**config.mk**
```make
export PLATFORM = sky130hd
export DESIGN_NAME = slvm_top
export DESIGN_NICKNAME = d
export VERILOG_FILES = /design/src/shared/slvm_pkg.sv /design/src/rtl/slvm_sync.sv /design/src/rtl/slvm_top.sv
export SDC_FILE = /design/constraint.sdc
export NUM_CORES = 1
export LEC_CHECK = 0
export ABC_CLOCK_PERIOD_IN_PS = 1400
export BUFFER_PORTS_ARGS = -buffer_cell sky130_fd_sc_hd__buf_2
export CAP_MARGIN = 20
export CORE_ASPECT_RATIO = 2
export CORE_MARGIN = 8
export CORE_UTILIZATION = 40
export DETAILED_ROUTE_END_ITERATION = 12
export PLACE_DENSITY = 0.76
export SYNTH_ARGS = -nofsm -noshare
export SYNTH_HDL_FRONTEND = slang
export SYNTH_HIERARCHICAL = 1
export SYNTH_SLANG_ARGS = --single-unit
```
**constraint.sdc**
```tcl
create_clock -name core_clk -period 1.4 [get_ports core_clk]
set_input_delay 0.14 -clock core_clk [delete_from_list [all_inputs] [get_ports core_clk]]
set_output_delay 0.14 -clock core_clk [all_outputs]
set_load 0.03 [all_outputs]
```
**src/shared/slvm_pkg.sv**
```systemverilog
// constants, field layouts and carrier types for the supply monitor
// assumes one core clock domain and an apb slave with 32-bit data
package slvm_pkg;

  // ----------------------------------------------------------------
  // register map (byte addresses)
  // ----------------------------------------------------------------
  localparam logic [7:0] ADDR_CONFIG = 8'h00; // configuration bits
  localparam logic [7:0] ADDR_STATUS = 8'h04; // monitor status, ro
  localparam logic [7:0] ADDR_EVENT = 8'h08; // sticky events, ro
  localparam logic [7:0] ADDR_EVCLR = 8'h0c; // event clear, wo
  localparam logic [7:0] ADDR_EVEN = 8'h10; // event enable, rw

  // ----------------------------------------------------------------
  // field positions
  // ----------------------------------------------------------------
  localparam int CFG_W = 4; // configuration width
  localparam int ST_FLAG = 0; // low_supply_flag in status
  localparam int ST_RESET = 1; // reset request in status
  localparam int ST_ACTIVE = 2; // monitor active in status
  localparam int EV_W = 3; // event register width
  localparam int EV_FELL = 0; // flag went to one
  localparam int EV_ROSE = 1; // flag went to zero
  localparam int EV_RESET = 2; // monitor reset began

  // ----------------------------------------------------------------
  // reset values
  // ----------------------------------------------------------------
  localparam logic [CFG_W-1:0] CFG_RESET = 4'h0; // 3-V, power and resets enabled, stop mode off
  localparam logic [EV_W-1:0] EV_RESET_VAL = 3'h0; // no events
  localparam logic [31:0] RDATA_RESET = 32'h0000_0000; // idle read

  // ----------------------------------------------------------------
  // comparator bundle order in the synchroniser vector
  // ----------------------------------------------------------------
  localparam int CMP_W = 4; // four comparator indications

  // configuration bits, msb first
  typedef struct packed {
    logic trip_level_select; // 1 = 5-V, 0 = 3-V
    logic monitor_stop_mode_enable; // run in stop mode
    logic monitor_reset_disable; // 1 = no monitor resets
    logic monitor_power_disable; // 1 = monitor off
  } slvm_cfg_s;

  // comparator indications, one per level and direction
  typedef struct packed {
    logic above_rise_5v; // supply above 5-V rising level
    logic above_rise_3v; // supply above 3-V rising level
    logic below_fall_5v; // supply below 5-V falling level
    logic below_fall_3v; // supply below 3-V falling level
  } slvm_cmp_s;

endpackage

```
**src/rtl/slvm_sync.sv**
```systemverilog
// two-stage synchroniser for a vector of asynchronous levels
// assumes every bit is an independent slowly changing level
`timescale 1ns/1ps

module slvm_sync #(
  parameter int W = 4
) (
  // clock, reset and enable
  input wire logic core_clk,
  input wire logic resetn,
  input wire logic clk_en,
  // asynchronous levels in, synchronised levels out
  input wire logic [W-1:0] async_in,
  output logic [W-1:0] sync_out
);

  // -----------------------------------------------------------------
  // one pair of flops per bit
  // -----------------------------------------------------------------
  genvar i;
  generate
    for (i = 0; i < W; i++)
    begin : g_bit
      logic stage1; // read only by the second stage
      // first stage catches the pin, second resolves metastability
      always_ff @(posedge core_clk or negedge resetn)
      begin
        if (!resetn)
        begin
          stage1 <= 1'b0;
          sync_out[i] <= 1'b0;
        end
        else if (clk_en)
        begin
          stage1 <= async_in[i];
          sync_out[i] <= stage1;
        end
      end
    end
  endgenerate

endmodule

```
**src/rtl/slvm_top.sv**
```systemverilog
// supply monitor control: hysteretic flag, reset request, apb regs
// assumes comparators are asynchronous levels; mode inputs are
// from logic on core_clk; resetn is the system reset
`timescale 1ns/1ps

module slvm_top (
  // clock, reset and enable
  input wire logic core_clk,
  input wire logic resetn,
  input wire logic clk_en,
  // apb slave
  input wire logic psel,
  input wire logic penable,
  input wire logic pwrite,
  input wire logic [7:0] paddr,
  input wire logic [31:0] pwdata,
  output logic [31:0] prdata,
  output logic pready,
  output logic pslverr,
  // analog comparator indications, asynchronous
  input wire slvm_pkg::slvm_cmp_s cmp_async,
  // low-power mode indications from the core
  input wire logic mcu_wait,
  input wire logic mcu_stop,
  // outputs to analog, reset controller and interrupt logic
  output logic comparator_power_on,
  output logic trip_level_select,
  output logic reset_request,
  output logic irq
);

  // -----------------------------------------------------------------
  // declarations
  // -----------------------------------------------------------------
  slvm_pkg::slvm_cmp_s cmp; // synchronised comparator levels
  slvm_pkg::slvm_cfg_s cfg; // configuration register
  logic [slvm_pkg::EV_W-1:0] evt; // sticky event bits
  logic [slvm_pkg::EV_W-1:0] evt_en; // event enables
  logic [slvm_pkg::EV_W-1:0] next_evt_set; // events this cycle
  logic low_supply_flag; // hysteretic status flag
  logic tls_prev; // trip select of last cycle
  logic active; // monitor is running
  logic reset_en; // monitor may reset the device
  logic below_fall; // supply below selected falling level
  logic above_rise; // supply above selected rising level
  logic level_raised; // trip select just went to 5-V
  logic trip; // reset request must start now
  logic acc; // apb access phase, first cycle
  logic wr; // write taken this cycle

  // -----------------------------------------------------------------
  // comparator synchroniser
  // -----------------------------------------------------------------
  // every comparator level is resynchronised before use
  slvm_sync #(
    .W(slvm_pkg::CMP_W)
  ) u_sync (
    .core_clk(core_clk),
    .resetn(resetn),
    .clk_en(clk_en),
    .async_in(cmp_async),
    .sync_out(cmp)
  );

  // -----------------------------------------------------------------
  // mode and level selection
  // -----------------------------------------------------------------
  // stop mode needs the stop enable; wait and run need power only
  assign active = !cfg.monitor_power_disable
    && (!mcu_stop || cfg.monitor_stop_mode_enable);
  // polling mode is power on with resets off, set by software
  assign reset_en = active && !cfg.monitor_reset_disable;
  // pick the comparator pair for the selected level
  assign below_fall = cfg.trip_level_select ? cmp.below_fall_5v
    : cmp.below_fall_3v;
  assign above_rise = cfg.trip_level_select ? cmp.above_rise_5v
    : cmp.above_rise_3v;
  assign level_raised = cfg.trip_level_select && !tls_prev;
  // a fall, or raising the level while not above its rising point
  assign trip = reset_en
    && (below_fall || (level_raised && !above_rise));

  // -----------------------------------------------------------------
  // apb decode
  // -----------------------------------------------------------------
  assign acc = psel && penable && !pready;
  // a write lands at the edge where the master sees pready high
  assign wr = psel && penable && pready && pwrite;

  // -----------------------------------------------------------------
  // configuration register
  // -----------------------------------------------------------------
  // power-on value selects the 3-V level and enables the monitor
  always_ff @(posedge core_clk or negedge resetn)
  begin
    if (!resetn)
    begin
      cfg <= slvm_pkg::CFG_RESET;
      tls_prev <= 1'b0;
    end
    else if (clk_en)
    begin
      tls_prev <= cfg.trip_level_select;
      if (wr && paddr == slvm_pkg::ADDR_CONFIG)
      begin
        cfg <= pwdata[slvm_pkg::CFG_W-1:0];
      end
    end
  end

  // -----------------------------------------------------------------
  // hysteretic low-supply flag
  // -----------------------------------------------------------------
  // set below falling, clear above rising, hold between; system
  // reset clears it; frozen while the monitor is off
  always_ff @(posedge core_clk or negedge resetn)
  begin
    if (!resetn)
    begin
      low_supply_flag <= 1'b0;
    end
    else if (clk_en && active)
    begin
      if (below_fall)
      begin
        low_supply_flag <= 1'b1;
      end
      else if (above_rise)
      begin
        low_supply_flag <= 1'b0;
      end
    end
  end

  // -----------------------------------------------------------------
  // reset request
  // -----------------------------------------------------------------
  // once begun it is held until the supply is above the rising level
  always_ff @(posedge core_clk or negedge resetn)
  begin
    if (!resetn)
    begin
      reset_request <= 1'b0;
    end
    else if (clk_en)
    begin
      if (trip)
      begin
        reset_request <= 1'b1;
      end
      else if (reset_request && above_rise)
      begin
        reset_request <= 1'b0;
      end
    end
  end

  // -----------------------------------------------------------------
  // analog control outputs
  // -----------------------------------------------------------------
  // registered copies so every output leaves a flop
  always_ff @(posedge core_clk or negedge resetn)
  begin
    if (!resetn)
    begin
      comparator_power_on <= 1'b0;
      trip_level_select <= 1'b0;
    end
    else if (clk_en)
    begin
      comparator_power_on <= active;
      trip_level_select <= cfg.trip_level_select;
    end
  end

  // -----------------------------------------------------------------
  // sticky events and interrupt line
  // -----------------------------------------------------------------
  // events: flag rises, flag falls, monitor reset begins
  always_comb
  begin
    next_evt_set = slvm_pkg::EV_RESET_VAL;
    next_evt_set[slvm_pkg::EV_FELL] = active && below_fall
      && !low_supply_flag;
    next_evt_set[slvm_pkg::EV_ROSE] = active && !below_fall
      && above_rise && low_supply_flag;
    next_evt_set[slvm_pkg::EV_RESET] = trip && !reset_request;
  end

  // a set in the same cycle as its clear wins
  always_ff @(posedge core_clk or negedge resetn)
  begin
    if (!resetn)
    begin
      evt <= slvm_pkg::EV_RESET_VAL;
      evt_en <= slvm_pkg::EV_RESET_VAL;
    end
    else if (clk_en)
    begin
      if (wr && paddr == slvm_pkg::ADDR_EVCLR)
      begin
        evt <= (evt & ~pwdata[slvm_pkg::EV_W-1:0]) | next_evt_set;
      end
      else
      begin
        evt <= evt | next_evt_set;
      end
      if (wr && paddr == slvm_pkg::ADDR_EVEN)
      begin
        evt_en <= pwdata[slvm_pkg::EV_W-1:0];
      end
    end
  end

  // the monitor core never interrupts; only software-enabled
  // status events reach this line, all disabled after reset
  always_ff @(posedge core_clk or negedge resetn)
  begin
    if (!resetn)
    begin
      irq <= 1'b0;
    end
    else if (clk_en)
    begin
      irq <= |(evt & evt_en);
    end
  end

  // -----------------------------------------------------------------
  // apb answer: one wait state, registered data and error
  // -----------------------------------------------------------------
  always_ff @(posedge core_clk or negedge resetn)
  begin
    if (!resetn)
    begin
      pready <= 1'b0;
      pslverr <= 1'b0;
      prdata <= slvm_pkg::RDATA_RESET;
    end
    else if (clk_en)
    begin
      pready <= acc;
      pslverr <= 1'b0;
      prdata <= slvm_pkg::RDATA_RESET;
      if (acc)
      begin
        case (paddr)
          slvm_pkg::ADDR_CONFIG:
          begin
            prdata[slvm_pkg::CFG_W-1:0] <= cfg;
          end
          slvm_pkg::ADDR_STATUS:
          begin
            // reading the flag lets software poll the supply
            prdata[slvm_pkg::ST_FLAG] <= low_supply_flag;
            prdata[slvm_pkg::ST_RESET] <= reset_request;
            prdata[slvm_pkg::ST_ACTIVE] <= active;
          end
          slvm_pkg::ADDR_EVENT:
          begin
            prdata[slvm_pkg::EV_W-1:0] <= evt;
          end
          slvm_pkg::ADDR_EVCLR:
          begin
            // write-only, reads as zero
            prdata <= slvm_pkg::RDATA_RESET;
          end
          slvm_pkg::ADDR_EVEN:
          begin
            prdata[slvm_pkg::EV_W-1:0] <= evt_en;
          end
          default:
          begin
            pslverr <= 1'b1;
          end
        endcase
      end
    end
  end
endmodule

```
== Word level (Yosys, flattened, before mapping) ==
Cells that the tools add are included.
Storage, ports and cells
  register bits: 57
  bits of input ports: 52
  output and inout port bits: 38
  logic and storage cells: 83
Cells by class
  eq/ne operators: 4
  multiplexer cells: 12
  bitwise logic cells: 5
  reductions and logical operators: 40
Operators by type and width (number)
  1-bit logical AND: 20
  8-bit by 4-bit equality test with 1-bit output (second input constant): 2
  3-bit one-hot mux with 4 select lines: 1
  1-bit logical NOT: 9
  1-bit two-way mux: 9
  8-bit by 3-bit equality test with 1-bit output (second input constant): 1
  8-bit by 5-bit equality test with 1-bit output (second input constant): 1
  8-bit logical NOT: 1
  2-bit AND reduction: 4
  3-bit bitwise AND: 2
  3-bit OR: 2
  5-bit OR reduction: 1
  4-bit two-way mux: 1
  2-bit nonzero test: 2
  3-bit two-way mux: 1
  3-bit inverter: 1
  3-bit OR reduction: 1
  1-bit logical OR: 2

== Depth between registers and ports, before layout ==
  depth after elaboration: 8
  depth in mapped cells: 5
  mapped depth without buffers: 4

== Hierarchy ==
Netlist, hierarchy kept.
Modules (own cells, without submodules)
  slvm_top: instances 1, cells each 129, area each 1298.7 um^2
  slvm_sync: instances 1, cells each 17, area each 331.6 um^2

== Worst setup path after synthesis ==
No wires, ideal clock.
  path type: input to register
  start point: input paddr[1]
  end point: register cfg[0] in the netlist's numbering
  library setup time: 125 ps
  arrival: 1557 ps
  setup slack: -282 ps
  stages: 4
  buffers on the path: 0
  cell sequence: or4_4 -> or2_4 -> nor3b_4 -> mux2_2
Between the ends
  cells in the longest elaborated chain, start to end: 3
Ends and longest elaborated chain
  from (decl): RTL line slvm_top.sv:15  | input wire logic [7:0] paddr,
  8-bit logical NOT: RTL line slvm_top.sv:104  | if (wr && paddr == slvm_pkg::ADDR_CONFIG)
  1-bit logical AND: RTL line slvm_top.sv:104
  2-bit AND reduction (no line)
  to (signal assigned): RTL line slvm_top.sv:98  | cfg <= slvm_pkg::CFG_RESET;
  to (signal assigned): RTL line slvm_top.sv:106  | cfg <= pwdata[slvm_pkg::CFG_W-1:0];
  to (decl): RTL line slvm_top.sv:36  | slvm_pkg::slvm_cfg_s cfg;
Every way passes these cells.
A chain may end at the register's enable or synchronous reset.

== Final worst setup path ==
  start point: input paddr[2]
  end point: register cfg[3] in the netlist's numbering
Same word-level chain as after synthesis.

==> flow_metrics.py <==
metrics = {
    "power_and_ir_drop": {
        "leakage_nw": 1.02,
        "power_density_nw_per_um2": 1010,
        "p_total_mw": 2.07,
        "vdd_drop_max_v": 0.000876,
    },
    "synthesis": {
        "post-synth-top-area-fraction_pct": 44.5,
        "number_of_cells_produced_by_synthesis": 146,
        "synth-warning-count": 6,
        "synth_sequential_area_ratio_pct": 44.5,
        "yosys.area.top_type": "sky130_fd_sc_hd__dfrtp_1",
        "synth-async-reset-ratio_pct": 100,
        "synth_area_per_cell_um2": 11.2,
        "synth-seq-cells": 29,
        "synth-main-ff-cell": "sky130_fd_sc_hd__dfrtp_1",
        "synth_area_leaders": "sky130_fd_sc_hd__dfrtp_1 (45%), sky130_fd_sc_hd__buf_4 (13%), sky130_fd_sc_hd__mux2_4 (7.4%)",
        "synth_edf_count": 0,
        "post_synth_instance_area_um2": 1630,
        "synthDistinctLibCells": 39,
    },
    "critical_path": {
        "cp.arrival_ns": 1.67,
        "setup_slack_of_the_most_critical_reg_to_reg_path_ns": 0.05,
        "timing.critical_path.required_ns": 1.56,
        "critical_path_peak_fanout": 4,
        "rr_startpoint": "pready$_DFFE_PN0P_",
        "start_kind": "primary input",
        "reg2regPathDepth": 4,
        "kind_of_critical_path": "in2reg",
        "worst_setup_path_endpoint": "cfg[3]$_DFFE_PN0P_",
        "timing.critical_path.to_type": "flop",
        "regToRegEndpoint": "cfg[3]$_DFFE_PN0P_",
        "worst_setup_path_startpoint": "paddr[2]",
    },
    "timing": {
        "setup_slack_ns": -0.107,
        "max_slew.worst_pin.slew_ns": 0.610,
        "totalNegativeSetupSlack_ns": -0.409,
        "grt_setup_unrepaired": "yes",
        "timing.fmax_mhz": 664,
        "final_number_of_setup_violating_endpoints": 4,
        "min_period_over_period_pct": 108,
        "final.hold.worst_slack_ns": 0.0931,
        "min_period_ns": 1.51,
        "max_slew_margin_pct": 59.3,
        "fin_worst_skew_ns": 0.00299,
        "finalHoldViolCount": 0,
        "timing_max_transition_violations_final": 0,
    },
    "run": {
        "drv_cap": 0,
    },
    "routing": {
        "route.vias.total": 1194,
        "drt_iter0_markers": 32,
        "post_drt_wl_per_cell_um": 14.5,
        "postRouteWirelength_um": 3700,
        "dr.pass1.iters": 4,
        "antenna_violating_nets_remaining": 0,
        "drcViolationCount": 0,
        "vias_per_cell": 4.66,
    },
    "clocking": {
        "htreeDepth": 2,
        "clockBufferDepth": 2,
        "cts_buffers": 5,
        "root_buffer": "sky130_fd_sc_hd__clkbuf_8",
        "path_clk_slew_ns": 0.06,
        "cts_tree": "built",
        "clock_sink_count": 29,
        "skew_pair_late_insertion_delay_ns": 0.28,
    },
    "finish": {
        "area_growth_syn_to_layout_pct": 26.5,
        "fin_nets": 256,
        "area_used_by_multi_input_combinational_logic_um2": 802,
        "finish.utilization_pct": 51.5,
        "final_cell_count_no_fill": 256,
        "insertedDiodeCount": 0,
        "seqCellArea_um2": 727,
        "filler_cell_count": 360,
        "final_area_um2": 2060,
        "drive_gt1_share_pct": 46.6,
    },
    "global_routing": {
        "total_routing_usage_reported_by_global_routing_pct": 11.8,
        "grt_start_max_net_pins": 30,
        "grt_pass1_vias": 1242,
        "grt_antenna_before_repair": 0,
        "grt.overflow.total": 0,
        "first_pass_grt_wire_length_um": 5780,
    },
    "place": {
        "dpl.cell_count": 244,
        "placed_standard_cell_area_um2": 1880,
        "gp_congestion": 0.896,
        "port_buffers": 32,
        "dp.final_hpwl_um": 2800,
        "place_ws_ns": -0.437,
    },
    "run_status": {
        "outcome": "complete, but fails checks",
        "violated_checks": "setup timing",
    },
    "die": {
        "chipWidth_um": 61.1,
        "initial_utilization_pct": 40.7,
        "pin_count": 90,
        "placeable_core_area_um2": 4010,
        "die_area_um2": 6500,
        "die_h_um": 106,
        "std_cell_rows": 33,
    },
    "hold_path": {
        "whs_path_depth": 2,
        "holdCritPathClass": "in2reg",
    },
}
-- synth_stat cells, types with 2 or more instances --
cell type and count:
sky130_fd_sc_hd__a21o_1 2, sky130_fd_sc_hd__a21oi_1 4, sky130_fd_sc_hd__and3_2 2, sky130_fd_sc_hd__buf_4 28, sky130_fd_sc_hd__dfrtp_1 29, sky130_fd_sc_hd__inv_1 8
sky130_fd_sc_hd__mux2_2 9, sky130_fd_sc_hd__mux2_4 8, sky130_fd_sc_hd__mux2i_1 4, sky130_fd_sc_hd__nand2_1 6, sky130_fd_sc_hd__nand3_1 3, sky130_fd_sc_hd__nor2_1 4
sky130_fd_sc_hd__nor3_1 2, sky130_fd_sc_hd__nor4_1 3, sky130_fd_sc_hd__o21ai_0 2, sky130_fd_sc_hd__o22ai_1 8, sky130_fd_sc_hd__or3b_2 2
-- cell type report --
class / instances / area share [%]
Multi-Input combinational cell: 105 / 38.9
Tap cell: 52 / 3.16
Timing Repair Buffer: 55 / 17.1
Clock buffer: 7 / 4.19
Inverter: 8 / 1.46
Sequential cell: 29 / 35.3
-- power breakdown --
group | switching (mW) | internal (mW)
clock | 0.285 | 0.388
combinational | 0.257 | 0.169
sequential | 0.0614 | 0.911
total | 0.604 | 1.47
-- flip-flops by register name, summed over array words and instances, names as in the netlist --
register / count
evt: 3
pslverr: 1
cfg: 4
evt_en: 3
reset_request: 1
irq: 1
low_supply_flag: 1
trip_level_select: 1
u_sync/sync_out: 4
prdata: 4
u_sync/g_bit.stage1: 4
comparator_power_on: 1
pready: 1
-- worst min-delay path by stage --
stage | from | endpoint | slack (ns)
2_1_floorplan | resetn | cfg[0]$_DFFE_PN0P_ | -0.16
3_3_place_gp | resetn | comparator_power_on$_DFFE_PN0P_ | 0.18
3_5_place_dp | resetn | u_sync/g_bit[2].stage1$_DFFE_PN0P_ | 0.19
4_1_cts | cmp_async[1] | u_sync/g_bit[1].stage1$_DFFE_PN0P_ | 0.08
5_1_grt | cmp_async[0] | u_sync/g_bit[0].stage1$_DFFE_PN0P_ | 0.09
6_report | cmp_async[1] | u_sync/g_bit[1].stage1$_DFFE_PN0P_ | 0.09
-- worst max-delay path: stages --
cell and delay (ns):
sky130_fd_sc_hd__buf_6 0.09, sky130_fd_sc_hd__or4_4 0.53, sky130_fd_sc_hd__or2_4 0.26, sky130_fd_sc_hd__nor3b_4 0.19, sky130_fd_sc_hd__buf_6 0.15, sky130_fd_sc_hd__mux2_4 0.30
-- per-layer routing --
layer	global-route usage, %	share of wire, %
met1	13.8	38
met2	18.0	51
met3	4.72	8.7
met4	5.21	1.9
met5	0	0
-- logic make-up after synthesis --
family	synth area share (%)
multiplexers	16.0
flip-flops	44.5
buffers and inverters	16.5
AND/OR/NAND/NOR	13.0
adder cells (fa/ha/maj)	0.614
other	0.230
AO/OA/AOI/OAI	9.06
-- cell usage in the layout (no fill, tap or decap), types with 3 or more instances in the layout --
master                     count
sky130_fd_sc_hd__buf_6         3
sky130_fd_sc_hd__nand2_1       6
sky130_fd_sc_hd__a21oi_1       4
sky130_fd_sc_hd__buf_2        30
sky130_fd_sc_hd__mux2_4       15
sky130_fd_sc_hd__o22ai_1       8
sky130_fd_sc_hd__clkbuf_8      6
sky130_fd_sc_hd__inv_1         8
sky130_fd_sc_hd__nor2_1        3
sky130_fd_sc_hd__dfrtp_1      28
sky130_fd_sc_hd__buf_4        21
sky130_fd_sc_hd__conb_1       28
sky130_fd_sc_hd__nand3_1       3
sky130_fd_sc_hd__mux2i_1       3
sky130_fd_sc_hd__or3_4         3
-- what timing repair did --
action / CTS / global route
cloned: 0 / 0
buffers inserted: 2 / 2
resized for setup: 7 / 6
endpoints found under the hold margin: 29 / 0
hold buffers: 1 / 0
setup endpoints to repair: 5 / 9
pin swaps: 3 / 1
No activity file was read; power rests on OpenSTA's default activity.
